$ cat src/design/ulbls_pkg.sv
// Constants for the loopback and line status block
package ulbls_pkg;
    localparam int unsigned DATA_WIDTH = 16;
    localparam int unsigned ADDR_WIDTH = 32;
    localparam logic [31:0] MODEM_LINE_CONTROL_ADDR = 32'h50001110;
    localparam logic [31:0] LINE_CONDITION_FLAGS_ADDR = 32'h50001114;
    localparam logic [31:0] IRQ_STATUS_ADDR = 32'h50001180;
    localparam logic [31:0] IRQ_MASK_ADDR = 32'h50001184;
    localparam int unsigned LOOPBACK_BIT = 4;
    localparam int unsigned TRANSMITTER_EMPTY_BIT = 6;
    localparam int unsigned RX_FIFO_ERROR_BIT = 7;
    localparam logic LOOPBACK_RESET = 1'h0;
    localparam logic TRANSMITTER_EMPTY_RESET = 1'h1;
    localparam int unsigned IRQ_WIDTH = 2;
    localparam int unsigned IRQ_RX_ERROR_BIT = 0;
    localparam int unsigned IRQ_TX_EMPTY_BIT = 1;
    localparam int unsigned RX_FIFO_DEPTH = 16;
endpackage

$ cat src/design/ulbls_tx_empty.sv
// Transmitter empty flag tracking
`timescale 1ns/1ps
`default_nettype none
module ulbls_tx_empty (
    input wire logic clk,
    input wire logic reset_n,
    input wire logic clkEn,
    input wire logic fifoEnable,
    input wire logic txFifoEmpty,
    input wire logic holdingEmpty,
    input wire logic shiftEmpty,
    output logic emptyFlag
);
    typedef struct packed {
        logic flag;
    } ulbls_temt_state_type;

    localparam ulbls_temt_state_type RESET_STATE =
        '{flag: ulbls_pkg::TRANSMITTER_EMPTY_RESET};

    ulbls_temt_state_type r;
    ulbls_temt_state_type rNxt;

    always_comb begin
        rNxt = r;
        if (fifoEnable) begin
            rNxt.flag = shiftEmpty & txFifoEmpty;
        end else begin
            rNxt.flag = shiftEmpty & holdingEmpty;
        end
    end

    always_ff @(posedge clk or negedge reset_n) begin
        if (!reset_n) begin
            r <= RESET_STATE;
        end else if (clkEn) begin
            r <= rNxt;
        end
    end

    assign emptyFlag = r.flag;
endmodule
`default_nettype wire

$ cat src/design/ulbls_rx_err.sv
// Receive FIFO error bookkeeping behind the receive error flag
`timescale 1ns/1ps
`default_nettype none
module ulbls_rx_err #(
    parameter int unsigned DEPTH = 16
) (
    input wire logic clk,
    input wire logic reset_n,
    input wire logic clkEn,
    input wire logic push,
    input wire logic pushParityErr,
    input wire logic pushStopBitOk,
    input wire logic pushBreak,
    input wire logic pop,
    input wire logic statusRead,
    output logic errFlag
);
    localparam int unsigned PW = $clog2(DEPTH);
    localparam int unsigned CW = PW + 1;

    generate
        if (DEPTH < 2 || (DEPTH & (DEPTH - 1)) != 0) begin : g_badDepth
            $error("DEPTH must be a power of two of at least 2");
        end
    endgenerate

    typedef struct packed {
        logic [DEPTH-1:0] errMem;
        logic [PW-1:0] wrPtr;
        logic [PW-1:0] rdPtr;
        logic [CW-1:0] count;
        logic [CW-1:0] errCount;
        logic flag;
    } ulbls_rxerr_state_type;

    ulbls_rxerr_state_type r;
    ulbls_rxerr_state_type rNxt;
    logic headErr;
    logic doPush;
    logic doPop;
    logic newErr;

    always_comb begin
        rNxt = r;
        headErr = r.errMem[r.rdPtr];
        doPush = push && (r.count < CW'(DEPTH));
        doPop = pop && (r.count != '0);
        newErr = pushParityErr | ~pushStopBitOk | pushBreak;
        if (doPop) begin
            rNxt.rdPtr = r.rdPtr + 1'b1;
            if (headErr) begin
                rNxt.errCount = rNxt.errCount - 1'b1;
            end
        end
        if (doPush) begin
            rNxt.errMem[r.wrPtr] = newErr;
            rNxt.wrPtr = r.wrPtr + 1'b1;
            if (newErr) begin
                rNxt.errCount = rNxt.errCount + 1'b1;
            end
        end
        rNxt.count = r.count + CW'(doPush) - CW'(doPop);
        // Later errors keep the flag up across the read
        if (statusRead && (r.errCount == '0
                || (headErr && r.errCount == CW'(1)))) begin
            rNxt.flag = 1'b0;
        end
        // A new error wins over a clearing read
        if (doPush && newErr) begin
            rNxt.flag = 1'b1;
        end
    end

    always_ff @(posedge clk or negedge reset_n) begin
        if (!reset_n) begin
            r <= '0;
        end else if (clkEn) begin
            r <= rNxt;
        end
    end

    assign errFlag = r.flag;

    property p_rfeSet;
        @(posedge clk) disable iff (!reset_n)
        (clkEn && push && r.count < CW'(DEPTH) && !pushStopBitOk)
            |=> (r.flag && r.errCount != '0);
    endproperty
    a_rfeSet: assert property (p_rfeSet)
        else $error("framing error did not raise the flag");

    property p_rfeKeep;
        @(posedge clk) disable iff (!reset_n)
        (clkEn && statusRead && r.flag && r.errCount > CW'(1))
            |=> r.flag;
    endproperty
    a_rfeKeep: assert property (p_rfeKeep)
        else $error("flag cleared with later errors queued");
endmodule
`default_nettype wire

$ cat src/design/ulbls_top.sv
// Loopback control and line status flags of the serial port
`timescale 1ns/1ps
`default_nettype none
module ulbls_top #(
    parameter int unsigned RX_DEPTH = ulbls_pkg::RX_FIFO_DEPTH
) (
    input wire logic clk,
    input wire logic reset_n,
    input wire logic clkEn,
    input wire logic [ulbls_pkg::ADDR_WIDTH-1:0] regAddr,
    input wire logic [ulbls_pkg::DATA_WIDTH-1:0] regWrData,
    input wire logic regWr,
    input wire logic regRd,
    output logic [ulbls_pkg::DATA_WIDTH-1:0] regRdData,
    output logic irq,
    output logic loopbackActive,
    input wire logic fifoEnable,
    input wire logic irSelect,
    input wire logic txSerial,
    input wire logic irTxEncN,
    output logic serialTxPin,
    output logic irTxPinN,
    input wire logic serialRxPin,
    input wire logic irRxPin,
    output logic rxToReceiver,
    output logic irRxToDecoder,
    input wire logic terminalReadyN,
    input wire logic requestToSendN,
    input wire logic userOutputOneN,
    input wire logic userOutputTwoN,
    output logic terminalReadyOutN,
    output logic requestToSendOutN,
    output logic userOutputOneOutN,
    output logic userOutputTwoOutN,
    input wire logic setReadyPinN,
    input wire logic clearToSendPinN,
    input wire logic ringIndicatorPinN,
    input wire logic carrierDetectPinN,
    output logic setReadyInN,
    output logic clearToSendInN,
    output logic ringIndicatorInN,
    output logic carrierDetectInN,
    input wire logic rxPush,
    input wire logic rxParityErr,
    input wire logic rxStopBitOk,
    input wire logic rxBreak,
    input wire logic rxPop,
    input wire logic txFifoEmpty,
    input wire logic holdingEmpty,
    input wire logic shiftEmpty
);
    localparam int unsigned DW = ulbls_pkg::DATA_WIDTH;
    localparam int unsigned IW = ulbls_pkg::IRQ_WIDTH;

    typedef struct packed {
        logic loopback;
        logic [DW-1:0] rdData;
        logic [IW-1:0] irqStatus;
        logic [IW-1:0] irqMask;
        logic irq;
        logic rxErrPrev;
        logic temtPrev;
        logic serialTx;
        logic irTxN;
        logic rxOut;
        logic irRxOut;
        logic [3:0] modemOut;
        logic [3:0] modemIn;
    } ulbls_top_state_type;

    ulbls_top_state_type r;
    ulbls_top_state_type rNxt;
    logic selMcr;
    logic selLsr;
    logic selStatus;
    logic selMask;
    logic rxErrRaw;
    logic rxErrFlag;
    logic temtFlag;
    logic [IW-1:0] events;
    logic [IW-1:0] clearBits;
    logic [DW-1:0] lsrValue;
    logic [DW-1:0] mcrValue;
    logic [3:0] modemCore;
    logic [3:0] modemPins;

    assign selMcr = (regAddr == ulbls_pkg::MODEM_LINE_CONTROL_ADDR);
    assign selLsr = (regAddr == ulbls_pkg::LINE_CONDITION_FLAGS_ADDR);
    assign selStatus = (regAddr == ulbls_pkg::IRQ_STATUS_ADDR);
    assign selMask = (regAddr == ulbls_pkg::IRQ_MASK_ADDR);

    ulbls_rx_err #(
        .DEPTH(RX_DEPTH)
    ) u_rxErr (
        .clk(clk),
        .reset_n(reset_n),
        .clkEn(clkEn),
        .push(rxPush),
        .pushParityErr(rxParityErr),
        .pushStopBitOk(rxStopBitOk),
        .pushBreak(rxBreak),
        .pop(rxPop),
        .statusRead(regRd && selLsr && fifoEnable),
        .errFlag(rxErrRaw)
    );

    ulbls_tx_empty u_txEmpty (
        .clk(clk),
        .reset_n(reset_n),
        .clkEn(clkEn),
        .fifoEnable(fifoEnable),
        .txFifoEmpty(txFifoEmpty),
        .holdingEmpty(holdingEmpty),
        .shiftEmpty(shiftEmpty),
        .emptyFlag(temtFlag)
    );

    // Flag has no meaning without FIFOs, so it reads zero then
    assign rxErrFlag = rxErrRaw & fifoEnable;

    always_comb begin
        lsrValue = '0;
        lsrValue[ulbls_pkg::RX_FIFO_ERROR_BIT] = rxErrFlag;
        lsrValue[ulbls_pkg::TRANSMITTER_EMPTY_BIT] = temtFlag;
        mcrValue = '0;
        mcrValue[ulbls_pkg::LOOPBACK_BIT] = r.loopback;
    end

    assign modemCore = {userOutputTwoN, userOutputOneN, requestToSendN,
        terminalReadyN};
    assign modemPins = {carrierDetectPinN, ringIndicatorPinN,
        clearToSendPinN, setReadyPinN};

    always_comb begin
        events = '0;
        events[ulbls_pkg::IRQ_RX_ERROR_BIT] = rxErrFlag & ~r.rxErrPrev;
        events[ulbls_pkg::IRQ_TX_EMPTY_BIT] = temtFlag & ~r.temtPrev;
        clearBits = '0;
        if (regWr && selStatus) begin
            clearBits = regWrData[IW-1:0];
        end
    end

    always_comb begin
        rNxt = r;
        rNxt.rxErrPrev = rxErrFlag;
        rNxt.temtPrev = temtFlag;
        if (regWr && selMcr) begin
            rNxt.loopback = regWrData[ulbls_pkg::LOOPBACK_BIT];
        end
        if (regWr && selMask) begin
            rNxt.irqMask = regWrData[IW-1:0];
        end
        // Events never depend on loopback; a set beats a clear
        rNxt.irqStatus = (r.irqStatus & ~clearBits) | events;
        rNxt.irq = |(rNxt.irqStatus & rNxt.irqMask);
        rNxt.rdData = '0;
        if (regRd) begin
            if (selMcr) begin
                rNxt.rdData = mcrValue;
            end else if (selLsr) begin
                rNxt.rdData = lsrValue;
            end else if (selStatus) begin
                rNxt.rdData = DW'(r.irqStatus);
            end else if (selMask) begin
                rNxt.rdData = DW'(r.irqMask);
            end
        end
        // Modem output pins always carry core outputs; loopback only taps them
        rNxt.modemOut = modemCore;
        rNxt.serialTx = txSerial;
        rNxt.irTxN = irTxEncN;
        rNxt.rxOut = serialRxPin;
        rNxt.irRxOut = irRxPin;
        rNxt.modemIn = modemPins;
        if (r.loopback) begin
            rNxt.modemIn = modemCore;
            if (irSelect) begin
                rNxt.irTxN = 1'b0;
                rNxt.irRxOut = ~txSerial;
            end else begin
                rNxt.serialTx = 1'b1;
                rNxt.rxOut = txSerial;
            end
        end
    end

    always_ff @(posedge clk or negedge reset_n) begin
        if (!reset_n) begin
            r <= '0;
            r.loopback <= ulbls_pkg::LOOPBACK_RESET;
            r.serialTx <= 1'b1;
            r.irTxN <= 1'b1;
            r.rxOut <= 1'b1;
            r.modemOut <= 4'hF;
            r.modemIn <= 4'hF;
            r.temtPrev <= ulbls_pkg::TRANSMITTER_EMPTY_RESET;
        end else if (clkEn) begin
            r <= rNxt;
        end
    end

    assign regRdData = r.rdData;
    assign irq = r.irq;
    assign loopbackActive = r.loopback;
    assign serialTxPin = r.serialTx;
    assign irTxPinN = r.irTxN;
    assign rxToReceiver = r.rxOut;
    assign irRxToDecoder = r.irRxOut;
    assign terminalReadyOutN = r.modemOut[0];
    assign requestToSendOutN = r.modemOut[1];
    assign userOutputOneOutN = r.modemOut[2];
    assign userOutputTwoOutN = r.modemOut[3];
    assign setReadyInN = r.modemIn[0];
    assign clearToSendInN = r.modemIn[1];
    assign ringIndicatorInN = r.modemIn[2];
    assign carrierDetectInN = r.modemIn[3];

    property p_loopbackWrite;
        @(posedge clk) disable iff (!reset_n)
        (clkEn && regWr && selMcr)
            |=> loopbackActive == $past(regWrData[ulbls_pkg::LOOPBACK_BIT]);
    endproperty
    a_loopbackWrite: assert property (p_loopbackWrite)
        else $error("loopback bit did not follow the write");

    property p_plainLoop;
        @(posedge clk) disable iff (!reset_n)
        (clkEn && r.loopback && !irSelect)
            |=> (serialTxPin && rxToReceiver == $past(txSerial));
    endproperty
    a_plainLoop: assert property (p_plainLoop)
        else $error("plain loopback path wrong");

    property p_irLoop;
        @(posedge clk) disable iff (!reset_n)
        (clkEn && r.loopback && irSelect)
            |=> (!irTxPinN && irRxToDecoder == !$past(txSerial));
    endproperty
    a_irLoop: assert property (p_irLoop)
        else $error("infrared loopback path wrong");

    property p_modemLoop;
        @(posedge clk) disable iff (!reset_n)
        (clkEn && r.loopback)
            |=> (setReadyInN == $past(terminalReadyN)
                && carrierDetectInN == $past(userOutputTwoN)
                && ringIndicatorInN == $past(userOutputOneN)
                && clearToSendInN == $past(requestToSendN));
    endproperty
    a_modemLoop: assert property (p_modemLoop)
        else $error("modem inputs not fed from outputs in loopback");

    property p_irqLevel;
        @(posedge clk) disable iff (!reset_n)
        irq == |(r.irqStatus & r.irqMask);
    endproperty
    a_irqLevel: assert property (p_irqLevel)
        else $error("interrupt level disagrees with status and mask");

    property p_lsrRfe;
        @(posedge clk) disable iff (!reset_n)
        (clkEn && regRd && selLsr)
            |=> (regRdData[ulbls_pkg::RX_FIFO_ERROR_BIT]
                    == $past(rxErrRaw && fifoEnable)
                && regRdData[15:8] == 8'h00);
    endproperty
    a_lsrRfe: assert property (p_lsrRfe)
        else $error("receive error bit read wrong");

    property p_lsrTemt;
        @(posedge clk) disable iff (!reset_n)
        (clkEn && regRd && selLsr)
            |=> regRdData[ulbls_pkg::TRANSMITTER_EMPTY_BIT]
                == $past(temtFlag);
    endproperty
    a_lsrTemt: assert property (p_lsrTemt)
        else $error("transmitter empty bit read wrong");

    property p_temtNoFifo;
        @(posedge clk) disable iff (!reset_n)
        (clkEn && !fifoEnable && !holdingEmpty) |=> !temtFlag;
    endproperty
    a_temtNoFifo: assert property (p_temtNoFifo)
        else $error("empty flag set with holding register full");

    property p_mcrReserved;
        @(posedge clk) disable iff (!reset_n)
        (clkEn && regRd && selMcr)
            |=> (regRdData & ~(DW'(1) << ulbls_pkg::LOOPBACK_BIT)) == '0;
    endproperty
    a_mcrReserved: assert property (p_mcrReserved)
        else $error("reserved control bits read nonzero");

    // A clear in the same cycle must not swallow the event
    property p_statusSet;
        @(posedge clk) disable iff (!reset_n)
        (clkEn && temtFlag && !r.temtPrev)
            |=> r.irqStatus[ulbls_pkg::IRQ_TX_EMPTY_BIT];
    endproperty
    a_statusSet: assert property (p_statusSet)
        else $error("transmitter empty rise did not set status");

    property p_rfeGate;
        @(posedge clk) disable iff (!reset_n)
        (clkEn && regRd && selLsr && !fifoEnable)
            |=> !regRdData[ulbls_pkg::RX_FIFO_ERROR_BIT];
    endproperty
    a_rfeGate: assert property (p_rfeGate)
        else $error("receive error bit shown with fifos off");
endmodule
`default_nettype wire

$ cat config.mk
export PLATFORM = sky130hd
export DESIGN_NAME = ulbls_top
export DESIGN_NICKNAME = d
export VERILOG_FILES = /design/src/design/ulbls_pkg.sv /design/src/design/ulbls_tx_empty.sv /design/src/design/ulbls_rx_err.sv /design/src/design/ulbls_top.sv
export SDC_FILE = /design/constraint.sdc
export NUM_CORES = 1
export LEC_CHECK = 0
export BUFFER_PORTS_ARGS = -buffer_cell sky130_fd_sc_hd__buf_2
export CAP_MARGIN = 10
export CELL_PAD_IN_SITES_DETAIL_PLACEMENT = 1
export CELL_PAD_IN_SITES_GLOBAL_PLACEMENT = 1
export CORE_ASPECT_RATIO = 0.5
export CORE_MARGIN = 2
export CORE_UTILIZATION = 39
export DETAILED_ROUTE_END_ITERATION = 8
export HOLD_SLACK_MARGIN = 0.15
export PLACE_DENSITY = 0.9
export SETUP_SLACK_MARGIN = 0.1
export SYNTH_ARGS = -nofsm -noshare
export SYNTH_HDL_FRONTEND = slang
export SYNTH_HIERARCHICAL = 1
export SYNTH_SLANG_ARGS = --single-unit
$ cat constraint.sdc
create_clock -name clk -period 3.44 [get_ports clk]
set_input_delay 0.172 -clock clk [delete_from_list [all_inputs] [get_ports clk]]
set_output_delay 0.172 -clock clk [all_outputs]
set_load 0.1 [all_outputs]
==> out/metrics.yaml, run 1 <==
status:
  outcome: "finished clean"
clock_network:
  path_clk_slew_ps: 50
  clock_path_buffers: 2
  cts_sinks: 61
  cts_made_buffers: 9
  htreeDepth: 3
  cts_root_buffer: "clkbuf_16"
  cts_tree: "built"
  clk_latency_ps: 340
logic_synthesis:
  netlist.area_leader.share_pct: 33.4
  async_reset_ff_share_pct: 100
  yosysTopAreaCell: "dfrtp_1"
  synth_edf_count: 0
  synth_common_cells: "48 x dfrtp_1, 34 x nor2_1, 28 x inv_1"
  yosys_register_bits: 61
  synth_warnings: 6
  syn_area_per_cell_um2: 10.1
  synth.cell_area_mm2: 0.00360
  synthCells: 358
  synthTopCellsByArea: "dfrtp_1 33%, dfstp_2 9.5%, mux2_2 7.5%, ha_1 4.9%, mux2i_1 4.7%"
  yosysUniqueCellTypes: 53
  ys_seq_area_share_pct: 42.9
  ys.flop_type: "dfrtp_1"
  yosysMostFrequentCell: "dfrtp_1"
timing:
  worst_slack_ps: 259
  drv_slew: 0
  finClkSkew_ps: 8.07
  max_freq_ghz: 0.314
  rsz0062_at_grt: "false"
  worstMarginPinSlew_ps: 1010
  setup_viol: 0
  slew_headroom_pct: 32.3
  post-route-min-period_ps: 3180
  setup_tns_ps: 0
  fin_hold_ws_ps: 168
  fin_crit_sh_pct: 92.5
  hold_viol_final: 0
critical_path:
  path_class: "reg -> reg"
  cp-start-kind: "flop"
  cp_max_fo: 7
  required_ps: 3650
  reg2reg_depth: 14
  endpoint_kind: "flop"
  crit_arrival_ps: 3400
  rrSetupSlack_ps: 260
floorplanning:
  dieWidth_um: 140
  start_util_pct: 40.8
  rows: 24
  die_h_um: 71.9
  io_pins: 105
  core_area_mm2: 0.00883
  die_area_mm2: 0.0101
global_route:
  grt_pass1_wl_um: 17500
  antenna_found_initial: 0
  grt_pass1_vias: 3352
  grt_max_degree: 63
  grtUsageTotal_pct: 22.5
  grt-ovfl-total: 0
power:
  powerDensity_mw_per_mm2: 768
  ir_drop_v: 0.000328
  p_leak_nw: 2.04
routing:
  first_pass_iters: 4
  drc_errors: 0
  wl_per_cell_um: 19.0
  dr.first_iter.drc_count: 165
  vias: 3037
  antenna_left: 0
  routed_wirelength_um: 10700
  viasPerCell: 5.38
placed_design:
  gp_congestion: 0.803
  pre_cts_ws_ps: 453
  numPortBuffers: 80
  hpwl_um: 6580
finish:
  final_nets: 532
  area_growth_pct: 22.5
  utilization_pct: 49.9
  fillCellCount: 994
  drive_gt1_share_pct: 33.6
  antennaDiodeCount: 0
  register_area_mm2: 0.00154
  multi_input_area_mm2: 0.00180
min_path:
  hp-class: "in -> reg"
  worstHoldPathCells: 3
flow_run:
  maxCapViolCount: 0
[cells in the final DEF, fill, tap and decap left out, types with 14 or more instances in the layout]
cell / Yosys / layout
buf_2: 1 / 80
dfrtp_1: 48 / 48
nor2_1: 34 / 34
inv_1: 28 / 28
mux2_2: 24 / 24
nand2_1: 22 / 22
mux2i_1: 17 / 17
a21oi_1: 16 / 16
xnor2_1: 16 / 16
ha_1: 14 / 14
[where the power goes]
group	total, mW	internal, mW	switching (mW)
registers	1.20	0.944	0.255
logic	1.34	0.530	0.807
clock network	0.847	0.522	0.324
[state kept, by name, indices dropped and copies added (netlist names)]
| signal | count |
|---|---|
| r | 6 |
| terminalReadyOutN | 1 |
| clearToSendInN | 1 |
| irRxToDecoder | 1 |
| regRdData | 5 |
| irq | 1 |
| userOutputTwoOutN | 1 |
| serialTxPin | 1 |
| setReadyInN | 1 |
| u_rxErr/errFlag | 1 |
| rxToReceiver | 1 |
| userOutputOneOutN | 1 |
| carrierDetectInN | 1 |
| ringIndicatorInN | 1 |
| irTxPinN | 1 |
| loopbackActive | 1 |
| requestToSendOutN | 1 |
| u_txEmpty/emptyFlag | 1 |
| u_rxErr/r | 34 |
[cell families (layout without fill, tap and decap cells)]
logic type	after synthesis	in the layout	synth area share (%)
multiplexers	42	42	12.7
AND/OR/NAND/NOR	110	110	17.1
adder cells (fa/ha/maj)	15	15	5.42
XOR/XNOR	17	17	4.14
buffers and inverters	59	138	8.20
flip-flops	61	61	42.9
other	1	11	0.104
AO/OA/AOI/OAI	53	53	9.56
[layer usage]
layer | part of all wire [%] | vias to the layer above | track usage (%) | wire length (µm)
li1 | - | 1382 | - | -
met1 | 40 | 1516 | 25.1 | 4310
met2 | 52 | 108 | 41.2 | 5580
met3 | 4.6 | 31 | 6.27 | 492
met4 | 3.2 | 0 | 10.3 | 340
met5 | 0 | - | 0 | 0
[what timing repair did]
item | in CTS | in global routing
endpoints found under the hold margin | 44 | 0
hold buffers | 12 | 0
buffers inserted | 0 | 0
gates resized for setup | 0 | 0
[path summary, 6_finish.rpt]
kind                                  to          from
min in group asynchronous   u_rxErr/r[1]       reset_n
max in group asynchronous   rxToReceiver       reset_n
min                         rxToReceiver   serialRxPin
max reg2reg                u_rxErr/r[10]  u_rxErr/r[8]
max                        u_rxErr/r[10]  u_rxErr/r[8]
min reg2reg                     irTxPinN      irTxPinN
[cell type report]
class,count,area share [%]
Clock inverter,4,0.511
Timing Repair Buffer,94,12.1
Inverter,28,2.38
Clock buffer,12,5.82
Sequential cell,61,35.0
Multi-Input combinational cell,248,40.8
Tap cell,117,3.32
[per-stage QoR]
stage	cell area, µm²	cells	power (mW)
floorplan	3640	368	2.14
CTS	4410	564	3.35
global route	4410	564	3.56
global placement	4010	536	2.33
detailed placement	4010	536	2.43
finish	4410	564	3.38
[critical path, stage by stage (launching register included)]
cell and delay, ps:
dfrtp_1 400, inv_1 90, ha_1 160, inv_1 40, o41a_1 540, ha_1 360, inv_1 70, ha_1 230
fa_1 430, a21oi_1 200, nor2_1 60, nor2_1 130, xnor2_1 130, nand2_1 80, xnor2_1 150
Power figures use the tool's default switching activity.
==> inputs of run 2 (changes only) <==
--- a/config.mk
+++ b/config.mk
@@ -15,6 +15,7 @@
 export DETAILED_ROUTE_END_ITERATION = 8
 export HOLD_SLACK_MARGIN = 0.15
 export PLACE_DENSITY = 0.9
+export RECOVER_POWER = 25
 export SETUP_SLACK_MARGIN = 0.1
 export SYNTH_ARGS = -nofsm -noshare
 export SYNTH_HDL_FRONTEND = slang
==> out/metrics.yaml, run 2 (synthesized netlist as in run 1, its figures left out) <==
power:
  p_leak_nw: 2.01  # -1.6%
  p_int_mw: 1.99  # about the same
  p_comb_share_pct: 39.4  # about the same
  p_clk_share_pct: 25.1  # about the same
  ir_drop_v: 0.000327  # -0.31%
  p_switching_mw: 1.39  # -0.10%
  seqPwrFrac_pct: 35.5  # about the same
  switching_share_pct: 41.0  # about the same
  powerDensity_mw_per_mm2: 770  # +0.32%
status:
  violations: "capacitance limit, slew limit"
  outcome: "finished with violations"
timing:
  slew_headroom_pct: -63.6  # -96 points
  drv_slew: 45  # +45
  post-route-min-period_ps: 3180  # -0.441 ps
  rsz0062_at_grt: "false"
  hold_viol_final: 0  # unchanged
  setup_tns_ps: 0  # unchanged
  setup_viol: 0  # unchanged
  fin_crit_sh_pct: 92.5  # about the same
  max_freq_ghz: 0.314  # about the same
  worst_slack_ps: 259  # +0.441 ps
  worstMarginPinSlew_ps: 2450  # +1440 ps
  finClkSkew_ps: 7.48  # -0.593 ps
clock_network:
  cts_resized: 0  # unchanged
  cts_made_buffers: 9  # unchanged
  clk_latency_ps: 340  # about the same
  cts_sinks: 61  # unchanged
  clock_path_buffers: 2  # unchanged
  cts_root_buffer: "clkbuf_16"
  cts_tree: "built"
  path_clk_slew_ps: 50  # about the same
  postCtsSetupRepairBufs: 0  # unchanged
  htreeDepth: 3  # unchanged
finish:
  antennaDiodeCount: 0  # unchanged
  layout_commonest_cell: "buf_2"
  fillCellCount: 1004  # +1.0%
  final_nets: 532  # unchanged
  top_register: "u_rxErr/r"
  largest_reg_flops: 34  # unchanged
  final_cell_mix: "71 x buf_2, 48 x dfrtp_1, 34 x nor2_1, 28 x inv_1, 24 x mux2_2"
  drive_gt1_share_pct: 31.3  # -2.2 points
  area_growth_pct: 22.0
global_route:
  grt-ovfl-total: 0  # unchanged
  grt_max_degree: 63  # unchanged
  grt_pass1_wl_um: 17500  # unchanged
  grt_pass1_vias: 3352  # unchanged
  grtUsageTotal_pct: 22.5  # unchanged
  antenna_found_initial: 0  # unchanged
critical_path:
  cp_num_buf_inv: 3  # unchanged
  crit_family: "adder cells"
  cp-start-kind: "flop"
  rrSetupSlack_ps: 260  # about the same
  path_cells: "inv_1 -> ha_1 -> inv_1 -> o41a_1 -> ha_1 -> inv_1 -> ha_1 -> fa_1 -> a21oi_1 -> nor2_1 -> nor2_1 -> xnor2_1 -> nand2_1 -> xnor2_1"
  reg2reg_depth: 14  # unchanged
  cp_slowest_cell: "o41a_1"
  path_class: "reg -> reg"
  setup.worst_path.end: "u_rxErr/r[10]"
  required_ps: 3660  # about the same
  cp_max_fo: 7  # unchanged
  max_stage_delay_ps: 540  # about the same
  r2r-start: "u_rxErr/r[8]"
  endpoint_kind: "flop"
  rr_endpoint: "u_rxErr/r[10]"
  worst-path-stages: 14  # unchanged
  cp-startpoint: "u_rxErr/r[8]"
  crit_arrival_ps: 3400  # about the same
min_path:
  hp-class: "in -> reg"
  worstHoldPathCells: 3  # unchanged
routing:
  vias: 3014  # -0.76%
  wl_per_cell_um: 19.0  # about the same
  drc_errors: 0  # unchanged
  dr.first_iter.drc_count: 144  # -13%
  antenna_left: 0  # unchanged
  routed_wirelength_um: 10700  # about the same
  first_pass_iters: 4  # unchanged
  viasPerCell: 5.34  # -0.76%
floorplanning:
  start_util_pct: 40.8  # unchanged
  rows: 24  # unchanged
  die_area_mm2: 0.0101  # unchanged
  die_h_um: 71.9  # unchanged
  io_pins: 105  # unchanged
  dieWidth_um: 140  # unchanged
  core_area_mm2: 0.00883  # unchanged
placed_design:
  pre_cts_ws_ps: 453  # unchanged
  gp_congestion: 0.803  # unchanged
  hpwl_um: 6580  # unchanged
  numPortBuffers: 80  # unchanged
flow_run:
  maxCapViolCount: 1  # +1
run 2: cell count changes in the layout (fill, tap and decap cells not counted), sizes merged:
cell / previous run / this run
clkbuf: 12 / 21
buf: 82 / 73
run 2: area by class of cell:
cell class	instances	area (µm²)	share of cell area [%]
clock buffers	12	256	5.84
clock inverters	4	22.5	0.513
inverters	28	105	2.39
multi-input cells	248	1790	40.8
flip-flops and latches	61	1540	35.1
well taps	117	146	3.33
repair buffers	94	524	11.9
run 2: timing repair:
action                                  in CTS  in global routing
hold buffers                                12                  0
endpoints found under the setup margin       0                  0
hold endpoints to repair                    44                  0
run 2: how the worst min path moves through the flow:
stage / start / end
floorplan: reset_n / irRxToDecoder
global placement: reset_n / u_rxErr/r[16]
detailed placement: reset_n / u_rxErr/r[23]
CTS: serialRxPin / rxToReceiver
global route: serialRxPin / rxToReceiver
finish: serialRxPin / rxToReceiver
run 2: stage by stage:
stage	total power [mW]	hold WS (ps)	instance area, µm²	std cells	util [%]
2_1_floorplan	2.14	-124	3640	368	-
3_3_place_gp	2.33	389	4010	536	45.4
3_5_place_dp	2.43	392	4010	536	45.4
4_1_cts	3.35	165	4410	564	49.9
5_1_grt	3.56	179	4390	564	49.7
6_report	3.38	168	4390	564	49.7
run 2: power by group through the flow:
stage	combinational [mW]	clock, mW	sequential (mW)
3_3_place_gp	1.17	0	1.16
6_report	1.33	0.848	1.20
5_1_grt	1.44	0.897	1.22
4_1_cts	1.31	0.863	1.18
3_5_place_dp	1.24	0	1.18
2_1_floorplan	0.947	0	1.19
run 2: layer usage:
layer  track usage, %  part of all wire, %  up-vias
met5                0                    0        -
met4             10.3                  3.2        0
met3             6.27                  4.5       31
met1             25.1                   40     1500
met2             41.2                   52      104
li1                 -                    -     1379
run 2: worst reg2reg max path: stages, from the launching register on:
cell and delay [ps]:
dfrtp_1 400, inv_1 90, ha_1 160, inv_1 40, o41a_1 540, ha_1 360, inv_1 60, ha_1 230
fa_1 430, a21oi_1 200, nor2_1 60, nor2_1 130, xnor2_1 130, nand2_1 80, xnor2_1 150
==> inputs of run 3 (changes only) <==
==> constraint.sdc (replaced) <==
create_clock -name clk -period 3.44 [get_ports clk]
set_input_delay 0.172 -clock clk [delete_from_list [all_inputs] [get_ports clk]]
set_output_delay 0.172 -clock clk [all_outputs]
set_load 0.05 [all_outputs]
==> out/metrics.yaml, run 3 (synthesized netlist as in run 1, its figures left out) <==
finish:
  antennaDiodeCount: 0  # unchanged
  drive_gt1_share_pct: 30.6  # -0.67 points
  top_register: "u_rxErr/r"
  final_nets: 532  # unchanged
  layout_commonest_cell: "buf_2"
  largest_reg_flops: 34  # unchanged
  final_cell_mix: "67 x buf_2, 48 x dfrtp_1, 34 x nor2_1, 28 x inv_1, 24 x mux2_2"
  area_growth_pct: 22.0  # about the same
  utilization_pct: 49.7  # about the same
global_route:
  grt_pass1_vias: 3352  # unchanged
  grtUsageTotal_pct: 22.5  # unchanged
  grt_max_degree: 63  # unchanged
  antenna_found_initial: 0  # unchanged
  grt_pass1_wl_um: 17500  # unchanged
  grt-ovfl-total: 0  # unchanged
placed_design:
  pre_cts_ws_ps: 453  # unchanged
  gp_congestion: 0.803  # unchanged
  numPortBuffers: 80  # unchanged
  hpwl_um: 6580  # unchanged
critical_path:
  required_ps: 3650  # about the same
  path_class: "reg -> reg"
  cp_num_buf_inv: 3  # unchanged
  cp_slowest_cell: "o41a_1"
  path_cells: "inv_1 -> ha_1 -> inv_1 -> o41a_1 -> ha_1 -> inv_1 -> ha_1 -> fa_1 -> a21oi_1 -> nor2_1 -> nor2_1 -> xnor2_1 -> nand2_1 -> xnor2_1"
  cp-start-kind: "flop"
  endpoint_kind: "flop"
  crit_family: "adder cells"
  crit_arrival_ps: 3400  # about the same
  cp_max_fo: 7  # unchanged
  max_stage_delay_ps: 550  # about the same
clock_network:
  cts_root_buffer: "clkbuf_16"
  clock_path_buffers: 2  # unchanged
  cts_tree: "built"
  postCtsSetupRepairBufs: 0  # unchanged
  htreeDepth: 3  # unchanged
  clk_latency_ps: 340  # about the same
  cts_sinks: 61  # unchanged
  path_clk_slew_ps: 50  # about the same
  cts_made_buffers: 9  # unchanged
routing:
  wl_met1_um: 4340  # about the same
  viasPerCell: 5.37  # +0.46%
  vias: 3028  # +0.46%
  wl_per_cell_um: 19.1  # +0.30%
  routed_wirelength_um: 10800  # +0.30%
  met2_length_um: 5580  # +0.38%
  first_pass_iters: 4  # unchanged
  dr.first_iter.drc_count: 156  # +8.3%
  top_layer_used: "met4"
  antenna_left: 0  # unchanged
  drc_errors: 0  # unchanged
  wl_met3_um: 494  # +2.1%
power:
  p_leak_nw: 2.00  # -0.51%
  p_clk_share_pct: 25.7  # +0.6 points
  p_switching_mw: 1.30  # -6.3%
  ir_drop_v: 0.000293  # -11%
  p_comb_share_pct: 37.8  # -1.6 points
  power_mw: 3.29  # -2.6%
  seqPwrFrac_pct: 36.5  # +1.0 points
  switching_share_pct: 39.4  # -1.6 points
  powerDensity_mw_per_mm2: 749  # -2.7%
  p_int_mw: 1.99  # about the same
timing:
  setup_tns_ps: 0  # unchanged
  post-route-min-period_ps: 3190  # +5.87 ps
  max_freq_ghz: 0.314  # -0.18%
  worstMarginPinSlew_ps: 2440  # -10.7 ps
  fin_crit_sh_pct: 92.6  # +0.17 points
  setup_viol: 0  # unchanged
  rsz0062_at_grt: "false"
  worst_slack_ps: 253  # -5.87 ps
  slew_headroom_pct: -62.9  # +0.71 points
  drv_slew: 45  # unchanged
  finClkSkew_ps: 7.69  # +0.215 ps
  hold_viol_final: 0  # unchanged
min_path:
  hp-class: "in -> reg"
floorplanning:
  die_h_um: 71.9  # unchanged
  core_area_mm2: 0.00883  # unchanged
  rows: 24  # unchanged
  dieWidth_um: 140  # unchanged
  start_util_pct: 40.8  # unchanged
  io_pins: 105  # unchanged
  die_area_mm2: 0.0101  # unchanged
flow_run:
  maxCapViolCount: 1  # unchanged
status:
  outcome: "finished with violations"
  violations: "capacitance limit, slew limit"
==> run 3: cell types whose count changed in the layout (fill, tap and decap cells not counted) <==
cell / change
buf_2: -4
clkbuf_1: +4
nor4_1: -1
nor4_2: +1
==> run 3: routing by layer <==
metal  vias to the layer above  global-route usage [%]
met5                         -                       0
met4                         0                    10.3
met3                        29                    6.27
met2                       105                    41.2
met1                      1513                    25.1
li1                       1381                       -
==> run 3: cell type report <==
cell class              count  area, µm²
clock inverters             4       22.5
inverters                  28        105
clock buffers              12        256
fillers                  1006       4440
well taps                 117        146
multi-input cells         248       1800
repair buffers             94        519
flip-flops and latches     61       1540
==> run 3: worst paths after layout <==
kind                                    from  slack, ps             to  cells after the start
max in group asynchronous            reset_n        920  u_rxErr/r[10]                      2
worst min register to register      irTxPinN        480       irTxPinN                      2
worst max-delay path            u_rxErr/r[8]        250  u_rxErr/r[10]                     14
min in group asynchronous            reset_n       1130   u_rxErr/r[1]                      2
worst min-delay path             serialRxPin        170   rxToReceiver                      3
worst max register to register  u_rxErr/r[8]        250  u_rxErr/r[10]                     14
==> run 3: stage by stage <==
step	hold WS (ps)	instance area, µm²	instances
finish	168	4390	564
global route	179	4390	564
CTS	165	4410	564
detailed placement	392	4010	536
global placement	389	4010	536
floorplan	-124	3640	368
==> run 3: repair_timing <==
item,CTS,global route
hold buffers,12,0
gates resized for setup,0,0
endpoints found under the hold margin,44,0
==> run 3: worst reg2reg max path: stages, from the launching register on <==
cell and delay (ps):
dfrtp_1 400, inv_1 90, ha_1 160, inv_1 40
o41a_1 550, ha_1 360, inv_1 70, ha_1 230
fa_1 430, a21oi_1 200, nor2_1 60, nor2_1 130
xnor2_1 130, nand2_1 80, xnor2_1 150
==> run 3: power by group through the flow <==
stage | clock [mW] | sequential (mW) | combinational [mW]
after floorplan | 0 | 1.13 | 0.921
after global placement | 0 | 1.16 | 1.08
after detailed placement | 0 | 1.18 | 1.15
after CTS | 0.863 | 1.18 | 1.22
after global routing | 0.897 | 1.22 | 1.35
final | 0.846 | 1.20 | 1.24
